===== config.mk =====
export PLATFORM = sky130hd
export DESIGN_NAME = laser_driver_status_config_regs
export DESIGN_NICKNAME = d
export VERILOG_FILES = /design/src/shared/laser_regs_pkg.sv /design/src/core/laser_driver_status_config_regs.sv /design/src/core/pin_sync3.sv /design/src/core/sticky_flag_bank.sv
export VERILOG_INCLUDE_DIRS = /design/src /design/src/shared
export SDC_FILE = /design/constraint.sdc
export NUM_CORES = 1
export LEC_CHECK = 0
export ABC_AREA = 1
export BUFFER_PORTS_ARGS = -buffer_cell sky130_fd_sc_hd__buf_4
export CAP_MARGIN = 20
export CORE_ASPECT_RATIO = 1.25
export CORE_UTILIZATION = 56
export CTS_BUF_LIST = sky130_fd_sc_hd__clkbuf_4
export DETAILED_ROUTE_END_ITERATION = 10
export GPL_ROUTABILITY_DRIVEN = 0
export HOLD_SLACK_MARGIN = 0.05
export PLACE_DENSITY = 0.79
export SLEW_MARGIN = 20
export SYNTH_ARGS = -nofsm -noshare
export SYNTH_HDL_FRONTEND = slang
export SYNTH_SLANG_ARGS = --single-unit

===== constraint.sdc =====
create_clock -name clock -period 1.3 [get_ports clock]
set_input_delay 0.13 -clock clock [delete_from_list [all_inputs] [get_ports clock]]
set_output_delay 0.13 -clock clock [all_outputs]
set_load 0.005 [all_outputs]

===== src/shared/laser_regs_cfg.svh =====
`ifndef LASER_REGS_CFG_SVH
`define LASER_REGS_CFG_SVH

// ----------------------------------------
// Register addresses
// ----------------------------------------
`define ADDR_STATUS0 8'h00
`define ADDR_STATUS1 8'h01
`define ADDR_TEMPERATURE 8'h02
`define ADDR_CONV1_HI 8'h03
`define ADDR_CONV1_LO 8'h04
`define ADDR_CONV2_HI 8'h05
`define ADDR_CONV2_LO 8'h06
`define ADDR_CH1_CTRL 8'h10
`define ADDR_CH1_OVC_THR 8'h11
`define ADDR_CH1_MON_RES 8'h12
`define ADDR_CH1_COMP_REF 8'h13
`define ADDR_CH1_REF_LO 8'h14
`define ADDR_RANGE_XT 8'h1a
`define ADDR_GENERAL 8'h1b

// ----------------------------------------
// Field positions
// ----------------------------------------
`define S0_RAM_INIT 0
`define S0_OVERTEMP 3
`define S0_OVERCURRENT2 4
`define S0_OVERCURRENT1 5
`define S0_OSC_WDOG 6
`define S0_CFG_TIMEOUT 7
`define S1_CH1_PIN 0
`define S1_CH1_SEEN 1
`define S1_CH1_SAT 2
`define S1_CH1_SUPPLY 3
`define S1_CH2_PIN 4
`define S1_CH2_SEEN 5
`define S1_CH2_SAT 6
`define S1_CH2_SUPPLY 7
`define RX_RANGE 0
`define RX_FORCE 2
`define RX_EXT_TR 3
`define GEN_MERGE 6

// ----------------------------------------
// Reset values and the overcurrent detect-off threshold
// ----------------------------------------
`define RST_CH1_CTRL 8'h18
`define RST_OVC_THR 8'hff
`define RST_MON_RES 8'hff
`define RST_COMP 3'h3
`define RST_SAT_THR 2'h0
`define RST_REF 10'h000
`define OVC_THR_OFF 8'h00

`endif


===== src/shared/laser_regs_pkg.sv =====
package laser_regs_pkg;

    // Asynchronous analog and pin events
    typedef struct packed {
        logic overtemp;
        logic overcurrent1;
        logic overcurrent2;
        logic osc_fail;
        logic cfg_mode;
        logic cfg_timeout;
        logic ch1_enable_pin;
        logic ch2_enable_pin;
        logic ch1_sat;
        logic ch2_sat;
        logic ch1_supply_down;
        logic ch2_supply_down;
        logic supplies_differ;
    } event_t;

    // Channel 1 and general configuration fields
    typedef struct packed {
        logic [2:0] conv_src;
        logic offset_comp_en;
        logic pin_enable_block;
        logic monitor_resistor_off;
        logic ext_cap_connect;
        logic regulation_select;
        logic [7:0] ovc_threshold;
        logic [7:0] monitor_resistor_code;
        logic [2:0] compensation_current;
        logic [1:0] saturation_threshold;
        logic [9:0] regulator_reference;
        logic ext_transistor_enable;
        logic force_sense_select;
        logic current_range;
        logic merge;
    } cfg1_t;

    // Converter input routing for channel 1
    typedef enum logic [2:0] {
        ROUTE_OFF,
        ROUTE_MON_SENSE,
        ROUTE_PHOTODIODE_FORCE,
        ROUTE_MAIN_SUPPLY,
        ROUTE_CH_SUPPLY,
        ROUTE_DRIVER_OUT
    } conv_route_t;

endpackage


===== src/core/laser_driver_status_config_regs.sv =====
`timescale 1ns/100ps
`default_nettype none
`include "laser_regs_cfg.svh"

module laser_driver_status_config_regs (
    // Clock and reset
    input wire logic clock,
    input wire logic reset,
    // Register access port
    input wire logic rd_en,
    input wire logic wr_en,
    input wire logic [7:0] addr,
    input wire logic [7:0] wdata,
    output logic [7:0] rdata_q,
    output logic rvalid_q,
    // Same-clock sources
    input wire logic ram_init_done,
    input wire logic [7:0] temperature,
    input wire logic [9:0] conv1_result,
    input wire logic [9:0] conv2_result,
    // Asynchronous analog events and pins
    input wire laser_regs_pkg::event_t events,
    // Channel control
    output laser_regs_pkg::cfg1_t cfg1_q,
    output laser_regs_pkg::conv_route_t conv1_route_q,
    output logic overcurrent1_detect_en_q,
    output logic laser_off_q,
    output logic ch1_on_q,
    output logic ch2_on_q,
    output logic ch2_parallel_q
);

    // ----------------------------------------
    // Decoding helpers
    // ----------------------------------------
    function automatic logic is_read(input logic en, input logic [7:0] a, input logic [7:0] t);
        is_read = en && (a == t);
    endfunction

    function automatic laser_regs_pkg::conv_route_t route_of(input logic [2:0] src,
                                                             input logic force_sel);
        case (src)
            3'h4: route_of = force_sel ? laser_regs_pkg::ROUTE_PHOTODIODE_FORCE
                                       : laser_regs_pkg::ROUTE_MON_SENSE;
            3'h5: route_of = laser_regs_pkg::ROUTE_MAIN_SUPPLY;
            3'h6: route_of = laser_regs_pkg::ROUTE_CH_SUPPLY;
            3'h7: route_of = laser_regs_pkg::ROUTE_DRIVER_OUT;
            default: route_of = laser_regs_pkg::ROUTE_OFF;
        endcase
    endfunction

    // ----------------------------------------
    // Input synchronisation
    // ----------------------------------------
    laser_regs_pkg::event_t ev_s;

    pin_sync3 #(
        .WIDTH($bits(laser_regs_pkg::event_t))
    ) u_sync (
        .clock(clock),
        .reset(reset),
        .async_in(events),
        .sync_q(ev_s)
    );

    logic cfg_timeout_s;
    assign cfg_timeout_s = ev_s.cfg_mode && ev_s.cfg_timeout;

    // ----------------------------------------
    // Sticky status flags
    // ----------------------------------------
    logic rd_s0;
    logic rd_s1;
    logic [7:0] s0_set;
    logic [7:0] s1_set;
    logic [7:0] s0_flags;
    logic [7:0] s1_flags;

    assign rd_s0 = is_read(rd_en, addr, `ADDR_STATUS0);
    assign rd_s1 = is_read(rd_en, addr, `ADDR_STATUS1);

    always_comb begin
        s0_set = 8'h00;
        s0_set[`S0_RAM_INIT] = ram_init_done;
        s0_set[`S0_OVERTEMP] = ev_s.overtemp;
        s0_set[`S0_OVERCURRENT2] = ev_s.overcurrent2;
        s0_set[`S0_OVERCURRENT1] = ev_s.overcurrent1 && overcurrent1_detect_en_q;
        s0_set[`S0_OSC_WDOG] = ev_s.osc_fail;
    end

    always_comb begin
        s1_set = 8'h00;
        s1_set[`S1_CH1_SEEN] = ev_s.ch1_enable_pin;
        s1_set[`S1_CH2_SEEN] = ev_s.ch2_enable_pin;
        s1_set[`S1_CH1_SAT] = ev_s.ch1_sat;
        s1_set[`S1_CH2_SAT] = ev_s.ch2_sat;
        // Combined channels: a supply mismatch counts as a channel 1 fault
        s1_set[`S1_CH1_SUPPLY] = ev_s.ch1_supply_down
                               || (cfg1_q.merge && ev_s.supplies_differ);
        // Combined channels: either supply going down is reported here
        s1_set[`S1_CH2_SUPPLY] = ev_s.ch2_supply_down
                               || (cfg1_q.merge && ev_s.ch1_supply_down);
    end

    // Clears land on the same edge that captures the read data
    sticky_flag_bank #(
        .WIDTH(8)
    ) u_flags0 (
        .clock(clock),
        .reset(reset),
        .set_in(s0_set),
        .clear_in({8{rd_s0}}),
        .flags_q(s0_flags)
    );

    sticky_flag_bank #(
        .WIDTH(8)
    ) u_flags1 (
        .clock(clock),
        .reset(reset),
        .set_in(s1_set),
        .clear_in({8{rd_s1}}),
        .flags_q(s1_flags)
    );

    // ----------------------------------------
    // Converter low byte snapshots
    // ----------------------------------------
    logic [7:0] conv1_lo_q;
    logic [7:0] conv2_lo_q;

    // Without the snapshot a conversion finishing between the two byte reads
    // would give the host a torn result
    always_ff @(posedge clock) begin
        if (reset) begin
            conv1_lo_q <= 8'h00;
            conv2_lo_q <= 8'h00;
        end else begin
            if (is_read(rd_en, addr, `ADDR_CONV1_HI)) begin
                conv1_lo_q <= conv1_result[7:0];
            end
            if (is_read(rd_en, addr, `ADDR_CONV2_HI)) begin
                conv2_lo_q <= conv2_result[7:0];
            end
        end
    end

    // ----------------------------------------
    // Configuration writes
    // ----------------------------------------
    always_ff @(posedge clock) begin
        if (reset) begin
            {cfg1_q.conv_src, cfg1_q.offset_comp_en, cfg1_q.pin_enable_block,
             cfg1_q.monitor_resistor_off, cfg1_q.ext_cap_connect,
             cfg1_q.regulation_select} <= `RST_CH1_CTRL;
            cfg1_q.ovc_threshold <= `RST_OVC_THR;
            cfg1_q.monitor_resistor_code <= `RST_MON_RES;
            cfg1_q.compensation_current <= `RST_COMP;
            cfg1_q.saturation_threshold <= `RST_SAT_THR;
            cfg1_q.regulator_reference <= `RST_REF;
            cfg1_q.ext_transistor_enable <= 1'b0;
            cfg1_q.force_sense_select <= 1'b0;
            cfg1_q.current_range <= 1'b0;
            cfg1_q.merge <= 1'b0;
        end else if (wr_en) begin
            case (addr)
                `ADDR_CH1_CTRL: begin
                    {cfg1_q.conv_src, cfg1_q.offset_comp_en, cfg1_q.pin_enable_block,
                     cfg1_q.monitor_resistor_off, cfg1_q.ext_cap_connect,
                     cfg1_q.regulation_select} <= wdata;
                end
                `ADDR_CH1_OVC_THR: begin
                    cfg1_q.ovc_threshold <= wdata;
                end
                `ADDR_CH1_MON_RES: begin
                    cfg1_q.monitor_resistor_code <= wdata;
                end
                `ADDR_CH1_COMP_REF: begin
                    cfg1_q.compensation_current <= wdata[6:4];
                    cfg1_q.saturation_threshold <= wdata[3:2];
                    cfg1_q.regulator_reference[9:8] <= wdata[1:0];
                end
                `ADDR_CH1_REF_LO: begin
                    cfg1_q.regulator_reference[7:0] <= wdata;
                end
                `ADDR_RANGE_XT: begin
                    cfg1_q.current_range <= wdata[`RX_RANGE];
                    cfg1_q.force_sense_select <= wdata[`RX_FORCE];
                    cfg1_q.ext_transistor_enable <= wdata[`RX_EXT_TR];
                end
                `ADDR_GENERAL: begin
                    cfg1_q.merge <= wdata[`GEN_MERGE];
                end
                default: begin
                end
            endcase
        end
    end

    // ----------------------------------------
    // Channel control derived from configuration
    // ----------------------------------------
    always_ff @(posedge clock) begin
        if (reset) begin
            conv1_route_q <= laser_regs_pkg::ROUTE_OFF;
        end else begin
            conv1_route_q <= route_of(cfg1_q.conv_src, cfg1_q.force_sense_select);
        end
    end

    always_ff @(posedge clock) begin
        if (reset) begin
            overcurrent1_detect_en_q <= 1'b1;
        end else begin
            overcurrent1_detect_en_q <= !(cfg1_q.regulation_select
                                          && cfg1_q.ovc_threshold == `OVC_THR_OFF);
        end
    end

    // Outputs are dropped on a configuration timeout; overtemperature and
    // overcurrent shutdown live in the analog path, not here
    always_ff @(posedge clock) begin
        if (reset) begin
            laser_off_q <= 1'b1;
            ch1_on_q <= 1'b0;
            ch2_on_q <= 1'b0;
            ch2_parallel_q <= 1'b0;
        end else begin
            laser_off_q <= cfg_timeout_s;
            ch1_on_q <= ev_s.ch1_enable_pin && !cfg1_q.pin_enable_block
                        && !cfg_timeout_s;
            ch2_on_q <= ev_s.ch2_enable_pin && !cfg1_q.merge && !cfg_timeout_s;
            ch2_parallel_q <= cfg1_q.merge && ev_s.ch1_enable_pin
                              && !cfg1_q.pin_enable_block && !cfg_timeout_s;
        end
    end

    // ----------------------------------------
    // Read path
    // ----------------------------------------
    logic [7:0] rd_byte;

    always_comb begin
        rd_byte = 8'h00;
        case (addr)
            `ADDR_STATUS0: begin
                rd_byte = s0_flags;
                rd_byte[`S0_CFG_TIMEOUT] = cfg_timeout_s;
            end
            `ADDR_STATUS1: begin
                rd_byte = s1_flags;
                rd_byte[`S1_CH1_PIN] = ev_s.ch1_enable_pin;
                rd_byte[`S1_CH2_PIN] = ev_s.ch2_enable_pin;
            end
            `ADDR_TEMPERATURE: rd_byte = temperature;
            `ADDR_CONV1_HI: rd_byte = {6'h00, conv1_result[9:8]};
            `ADDR_CONV1_LO: rd_byte = conv1_lo_q;
            `ADDR_CONV2_HI: rd_byte = {6'h00, conv2_result[9:8]};
            `ADDR_CONV2_LO: rd_byte = conv2_lo_q;
            `ADDR_CH1_CTRL: rd_byte = {cfg1_q.conv_src, cfg1_q.offset_comp_en,
                                       cfg1_q.pin_enable_block, cfg1_q.monitor_resistor_off,
                                       cfg1_q.ext_cap_connect, cfg1_q.regulation_select};
            `ADDR_CH1_OVC_THR: rd_byte = cfg1_q.ovc_threshold;
            `ADDR_CH1_MON_RES: rd_byte = cfg1_q.monitor_resistor_code;
            `ADDR_CH1_COMP_REF: rd_byte = {1'b0, cfg1_q.compensation_current,
                                           cfg1_q.saturation_threshold,
                                           cfg1_q.regulator_reference[9:8]};
            `ADDR_CH1_REF_LO: rd_byte = cfg1_q.regulator_reference[7:0];
            `ADDR_RANGE_XT: rd_byte = {4'h0, cfg1_q.ext_transistor_enable,
                                       cfg1_q.force_sense_select, 1'b0,
                                       cfg1_q.current_range};
            `ADDR_GENERAL: rd_byte = {1'b0, cfg1_q.merge, 6'h00};
            default: rd_byte = 8'h00;
        endcase
    end

    always_ff @(posedge clock) begin
        if (reset) begin
            rdata_q <= 8'h00;
            rvalid_q <= 1'b0;
        end else begin
            rvalid_q <= rd_en;
            if (rd_en) begin
                rdata_q <= rd_byte;
            end
        end
    end

    // ----------------------------------------
    // Assertions
    // ----------------------------------------
    property p_ram_clear;
        @(posedge clock) disable iff (reset)
        (rd_s0 && !ram_init_done) |=> !s0_flags[`S0_RAM_INIT];
    endproperty
    a_ram_clear: assert property (p_ram_clear) else $error("ram init flag not cleared by read");

    property p_set_wins;
        @(posedge clock) disable iff (reset)
        (rd_s0 && ev_s.overtemp) |=> s0_flags[`S0_OVERTEMP];
    endproperty
    a_set_wins: assert property (p_set_wins) else $error("overtemp lost under clearing read");

    property p_read_old;
        @(posedge clock) disable iff (reset)
        (rd_s0 && s0_flags[`S0_OSC_WDOG]) |=> rdata_q[`S0_OSC_WDOG] && rvalid_q;
    endproperty
    a_read_old: assert property (p_read_old) else $error("watchdog flag cleared before capture");

    property p_oc1_gate;
        @(posedge clock) disable iff (reset)
        (!overcurrent1_detect_en_q && !s0_flags[`S0_OVERCURRENT1] && !rd_s0)
        |=> !s0_flags[`S0_OVERCURRENT1];
    endproperty
    a_oc1_gate: assert property (p_oc1_gate) else $error("overcurrent set while disabled");

    property p_laser_off;
        @(posedge clock) disable iff (reset)
        cfg_timeout_s |=> laser_off_q && !ch1_on_q && !ch2_on_q;
    endproperty
    a_laser_off: assert property (p_laser_off) else $error("outputs on after config timeout");

    property p_pin_block;
        @(posedge clock) disable iff (reset)
        cfg1_q.pin_enable_block |=> !ch1_on_q;
    endproperty
    a_pin_block: assert property (p_pin_block) else $error("blocked pin enabled channel 1");

    property p_pin_live;
        @(posedge clock) disable iff (reset)
        rd_s1 |=> rdata_q[`S1_CH2_PIN] == $past(ev_s.ch2_enable_pin);
    endproperty
    a_pin_live: assert property (p_pin_live) else $error("channel 2 pin level misread");

    property p_merge_down;
        @(posedge clock) disable iff (reset)
        (cfg1_q.merge && ev_s.ch1_supply_down) |=> s1_flags[`S1_CH2_SUPPLY];
    endproperty
    a_merge_down: assert property (p_merge_down) else $error("combined supply down not flagged");

    property p_snapshot;
        @(posedge clock) disable iff (reset)
        (is_read(rd_en, addr, `ADDR_CONV1_HI) ##1 !is_read(rd_en, addr, `ADDR_CONV1_HI)
         ##1 is_read(rd_en, addr, `ADDR_CONV1_LO))
        |=> rdata_q == $past(conv1_result[7:0], 3);
    endproperty
    a_snapshot: assert property (p_snapshot) else $error("converter low byte torn");

    property p_route_off;
        @(posedge clock) disable iff (reset)
        !cfg1_q.conv_src[2] |=> conv1_route_q == laser_regs_pkg::ROUTE_OFF;
    endproperty
    a_route_off: assert property (p_route_off) else $error("converter on with source code 0xx");

endmodule // laser_driver_status_config_regs

`default_nettype wire


===== src/core/pin_sync3.sv =====
`timescale 1ns/100ps
`default_nettype none

module pin_sync3 #(
    parameter int WIDTH = 1
) (
    // Clock and reset
    input wire logic clock,
    input wire logic reset,
    // Levels
    input wire logic [WIDTH-1:0] async_in,
    output logic [WIDTH-1:0] sync_q
);

    logic [WIDTH-1:0] s1_q;
    logic [WIDTH-1:0] s2_q;
    logic [WIDTH-1:0] s3_q;

    always_ff @(posedge clock) begin
        if (reset) begin
            s1_q <= '0;
            s2_q <= '0;
            s3_q <= '0;
        end else begin
            s1_q <= async_in;
            s2_q <= s1_q;
            s3_q <= s2_q;
        end
    end

    // A change is accepted only once stages two and three agree
    genvar i;
    generate
        for (i = 0; i < WIDTH; i++) begin : g_bit
            always_ff @(posedge clock) begin
                if (reset) begin
                    sync_q[i] <= 1'b0;
                end else if (s2_q[i] == s3_q[i]) begin
                    sync_q[i] <= s3_q[i];
                end
            end
        end
    endgenerate

endmodule // pin_sync3

`default_nettype wire


===== src/core/sticky_flag_bank.sv =====
`timescale 1ns/100ps
`default_nettype none

module sticky_flag_bank #(
    parameter int WIDTH = 8
) (
    // Clock and reset
    input wire logic clock,
    input wire logic reset,
    // Events and clears
    input wire logic [WIDTH-1:0] set_in,
    input wire logic [WIDTH-1:0] clear_in,
    output logic [WIDTH-1:0] flags_q
);

    // Set is applied after clear so a coincident event is never lost
    always_ff @(posedge clock) begin
        if (reset) begin
            flags_q <= '0;
        end else begin
            flags_q <= (flags_q & ~clear_in) | set_in;
        end
    end

endmodule // sticky_flag_bank

`default_nettype wire


==> results_tabular.tex <==
\begin{tabular}{lr}
\hline
Metric & Value \\
\hline
\multicolumn{2}{l}{\textbf{Outcome}} \\
\quad Status & completed \\
\multicolumn{2}{l}{\textbf{STA}} \\
\quad Transition time of the tightest slew-check pin & between 0.3 and 0.4 ns \\
\quad Max Clock Skew & around 0.011 ns \\
\quad RSZ-0062 raised after global routing & no \\
\quad Maximum achievable frequency & 795 MHz \\
\quad Part of the cycle the worst path needs & a little over nine tenths \\
\quad Final number of hold-violating endpoints & 0 \\
\quad Setup violations, final & 0 \\
\quad Tightest slew margin relative to the limit & between 70\% and 80\% \\
\quad Final slew viol count & 0 \\
\quad Final worst path period need & roughly 1.3 ns \\
\multicolumn{2}{l}{\textbf{Detailed routing}} \\
\quad DR vias/cell & 5.30 \\
\quad Average wire per standard cell & about 15 um \\
\quad Initial DRT Pass Iterations & 7 \\
\quad Final wirelength & between 15,000 and 20,000 um \\
\quad Detailed-route DRC error count & 0 \\
\quad Detail Route Antenna Nets & 0 \\
\quad Number of vias after detailed routing & 5,720 \\
\quad Detailed Route Iter0 Violations & 450 \\
\multicolumn{2}{l}{\textbf{Global routing}} \\
\quad Congestion Overflow GR & 0 \\
\quad Via count of the first global-routing pass & 5,374 \\
\quad Global-route wire length before repair & about 25,000 um \\
\quad Pin count of the biggest net entering global routing & 53 \\
\quad Total global routing track utilization & a little under a third \\
\quad Initial antenna violation count & 1 \\
\multicolumn{2}{l}{\textbf{Clocking}} \\
\quad Root buffer cell & sky130\_fd\_sc\_hd\_\_clkbuf\_4 \\
\quad Clock-pin slew reported for the worst setup and hold paths after clock tree synthesis & 0.13 ns \\
\quad Later-pin clock latency in the skew report & 0.54 ns \\
\quad Max Root-Sink Buffers & 2 \\
\quad Post CTS Setup Buffer Count & 0 \\
\quad Total clock sinks & roughly 140 \\
\quad CTS tree & done \\
\quad Total clock buffers created by CTS & 17 \\
\quad Depth of the CTS H-tree & 4 \\
\multicolumn{2}{l}{\textbf{Pwr}} \\
\quad Maximum VDD drop & 0.918 mV \\
\quad Sw Pwr & 1990 uW \\
\quad Cell leakage power & roughly 0.0034 uW \\
\quad Cell internal pwr & roughly 6300 uW \\
\quad Power density relative to cell area & roughly 1100 nW/um2 \\
\quad Part of the total power dissipated in combinational logic & approximately 7.4\% \\
\quad Share of total power in sequential cells & between 50\% and 60\% \\
\quad Switching power share of the total & 24.1\% \\
\quad Clock share of power & between 30\% and 40\% \\
\multicolumn{2}{l}{\textbf{Yosys}} \\
\quad Cell with the most instances after synthesis & sky130\_fd\_sc\_hd\_\_nand2\_1 \\
\quad Number of enable flip-flop cells after synthesis & 0 \\
\quad Synthesis warning total & 0 \\
\quad Synth Net Count & 810 \\
\quad Combined area of all synthesized cells & between 5000 and 6000 um2 \\
\quad Area share of the largest cell type after synthesis & roughly half \\
\quad Synth top area cells & sky130\_fd\_sc\_hd\_\_dfxtp\_1 51\%, sky130\_fd\_sc\_hd\_\_nand2\_1 10\%, sky130\_fd\_sc\_hd\_\_nand3\_1 7.3\% \\
\quad Netlist cell types & 24 \\
\quad Part of the Yosys area used for sequential elements & 51.0\% \\
\quad Count of state elements after synthesis & 141 \\
\quad Syn\_area\_per\_cell & between 7 and 8 um2 \\
\quad Synth cell count leaders & 148 x sky130\_fd\_sc\_hd\_\_nand2\_1, 141 x sky130\_fd\_sc\_hd\_\_dfxtp\_1, 104 x sky130\_fd\_sc\_hd\_\_nor2\_1 \\
\quad Count of mapped cells out of synthesis & 748 \\
\quad Top FF cell, synth & sky130\_fd\_sc\_hd\_\_dfxtp\_1 \\
\quad Asr flop ratio synth & 0\% \\
\quad Library cell with the largest summed area after synthesis & sky130\_fd\_sc\_hd\_\_dfxtp\_1 \\
\multicolumn{2}{l}{\textbf{Worst setup path}} \\
\quad Sum of buffers and inverters on the critical path & 1 \\
\quad Highest-delay cell along the critical path & sky130\_fd\_sc\_hd\_\_dfxtp\_1 \\
\quad CP Launch Type & register \\
\quad Family with the most delay on the worst path & flip-flops \\
\quad Register-to-Register Setup Slack & $\sim$0.15 ns \\
\quad CP endpoint kind & output port \\
\quad Worst path cell trace & buf\_4 \\
\quad Start-to-end type of the worst setup path & register to output port \\
\quad Data arrival time at the worst-slack endpoint & about 1.1 ns \\
\quad Critical Path Fanout Max & 3 \\
\quad Largest stage delay on the critical path & 0.45 ns \\
\quad Endpoint required time on the critical path & around 1.2 ns \\
\multicolumn{2}{l}{\textbf{Floorplan}} \\
\quad Width of the die & 91.0 um \\
\quad Initial core utilization & $\sim$58\% \\
\quad Core Footprint & between 9000 and 10,000 um2 \\
\quad Top-level I/O count & 122 \\
\quad Number of placement rows & 40 \\
\quad Area of the die & approximately 10,000 um2 \\
\quad Vertical die dimension & 113 um \\
\multicolumn{2}{l}{\textbf{Hold path}} \\
\quad Worst hold-check path type & input port to register \\
\multicolumn{2}{l}{\textbf{Cells and area}} \\
\quad Number of non-filler instances in the completed layout & around 1.1k \\
\quad Layout cells sized above 1 & around a quarter \\
\quad Total Nets Final & between 1k and 1.5k \\
\quad Post-route standard cell area excluding fillers & 7580 um2 \\
\quad Synth-to-Final Area Change & 36.8\% \\
\multicolumn{2}{l}{\textbf{Placement}} \\
\quad Final HPWL DP & around 12,000 um \\
\quad Placed cell count & 999 \\
\quad Number of I/O port buffers & between 100 and 150 \\
\quad Placed inst area & between 6000 and 7000 um2 \\
\multicolumn{2}{l}{\textbf{Run}} \\
\quad Number of maximum-capacitance constraint violations & 0 \\
\hline
\end{tabular}
metal layers:
metal	wire [um]	up-vias	track usage, %
li1	-	2771	-
met3	1240	72	6.65
met5	0	-	0
met2	8090	291	55.1
met1	5860	2586	35.1
met4	932	0	21.2
registers in the layout (all words and copies together) (netlist names):
| signal | count |
|---|---|
| ch1_on_q | 1 |
| conv1_route_q | 3 |
| conv2_lo_q | 8 |
| conv1_lo_q | 8 |
| laser_off_q | 1 |
| u_sync.s2_q | 13 |
| u_flags0.flags_q | 7 |
| rvalid_q | 1 |
| u_sync.sync_q | 13 |
| rdata_q | 8 |
| u_sync.s3_q | 13 |
| u_sync.s1_q | 13 |
| ch2_on_q | 1 |
| u_flags1.flags_q | 6 |
| overcurrent1_detect_en_q | 1 |
| cfg1_q | 43 |
| ch2_parallel_q | 1 |
logic make-up after synthesis:
logic type	Yosys count	share of synthesized area (%)
simple gates	365	28.9
flops	141	51.0
compound gates	123	11.5
buf+inv	119	8.67
final cells by class:
| type | instances | area, um2 |
|---|---|---|
| Antenna cell | 1 | 2.50 |
| Clock buffer | 17 | 128 |
| Clock inverter | 15 | 211 |
| Fill cell | 696 | 2030 |
| Inverter | 93 | 349 |
| Multi-Input combinational cell | 488 | 2240 |
| Sequential cell | 141 | 2830 |
| Tap cell | 126 | 158 |
| Timing Repair Buffer | 198 | 1670 |
cell usage in the layout (no fill, tap or decap):
master	Yosys	layout
sky130_fd_sc_hd__clkinv_1	1	1
sky130_fd_sc_hd__nand2_1	148	148
sky130_fd_sc_hd__and2_1	1	1
sky130_fd_sc_hd__nand2_4	2	2
sky130_fd_sc_hd__buf_4	3	146
sky130_fd_sc_hd__a211oi_1	8	8
sky130_fd_sc_hd__diode_2	0	1
sky130_fd_sc_hd__inv_1	77	77
sky130_fd_sc_hd__nor4_1	3	3
sky130_fd_sc_hd__nand2_2	7	7
sky130_fd_sc_hd__a21oi_1	65	65
sky130_fd_sc_hd__clkbuf_4	0	17
sky130_fd_sc_hd__dfxtp_2	0	3
sky130_fd_sc_hd__inv_2	15	15
sky130_fd_sc_hd__clkinv_2	0	1
sky130_fd_sc_hd__nor2_1	104	104
sky130_fd_sc_hd__bufinv_16	0	4
sky130_fd_sc_hd__clkinvlp_4	0	1
sky130_fd_sc_hd__clkinv_4	0	5
sky130_fd_sc_hd__o21ai_0	36	36
sky130_fd_sc_hd__o21ai_1	14	14
sky130_fd_sc_hd__buf_12	0	5
sky130_fd_sc_hd__inv_6	0	4
sky130_fd_sc_hd__nor2_4	8	8
sky130_fd_sc_hd__dlygate4sd3_1	0	47
sky130_fd_sc_hd__nand3b_1	3	3
sky130_fd_sc_hd__nor2_2	4	4
sky130_fd_sc_hd__dfxtp_1	141	138
sky130_fd_sc_hd__nor3_1	4	4
sky130_fd_sc_hd__nand3_1	81	81
worst paths after layout:
path | from | to | cells after the start
worst max-delay path | cfg1_q[36] | cfg1_q[36] | 1
worst min-delay path | temperature[5] | rdata_q[5] | 7
worst max register to register | conv2_lo_q[5] | rdata_q[5] | 6
worst min register to register | u_sync.s1_q[2] | u_sync.s2_q[2] | 2
power groups by stage:
stage                     Clock, uW  Sequential (uW)  Combinational (uW)
after CTS                      3260             4410                 601
after global placement            0             4500                 473
after global routing           3440             4410                 660
after floorplan                   0             4500                 220
final                          3220             4410                 611
after detailed placement          0             4500                 486
timing repair:
item                       4_1_cts  5_1_grt
hold endpoints to repair        98        0
setup endpoints to repair        1        2
gates cloned                     0        0
hold buffers                    47        0
gates resized for setup          1        2
metrics by stage:
stage	hold slack, ns	setup TNS [ns]	worst slack [ns]	utilization (%)	total power (uW)
6_report	0.0736	0	0.0418	78.9	8240
5_1_grt	0.0594	0	0.00508	78.9	8520
4_1_cts	0.0572	0	0.00385	78.8	8270
3_5_place_dp	0.338	-2.57	-0.169	70.4	4990
3_3_place_gp	0.329	-1.38	-0.138	70.4	4970
2_1_floorplan	0.237	0	0.144	-	4720
(Power assumes the default switching activity.)
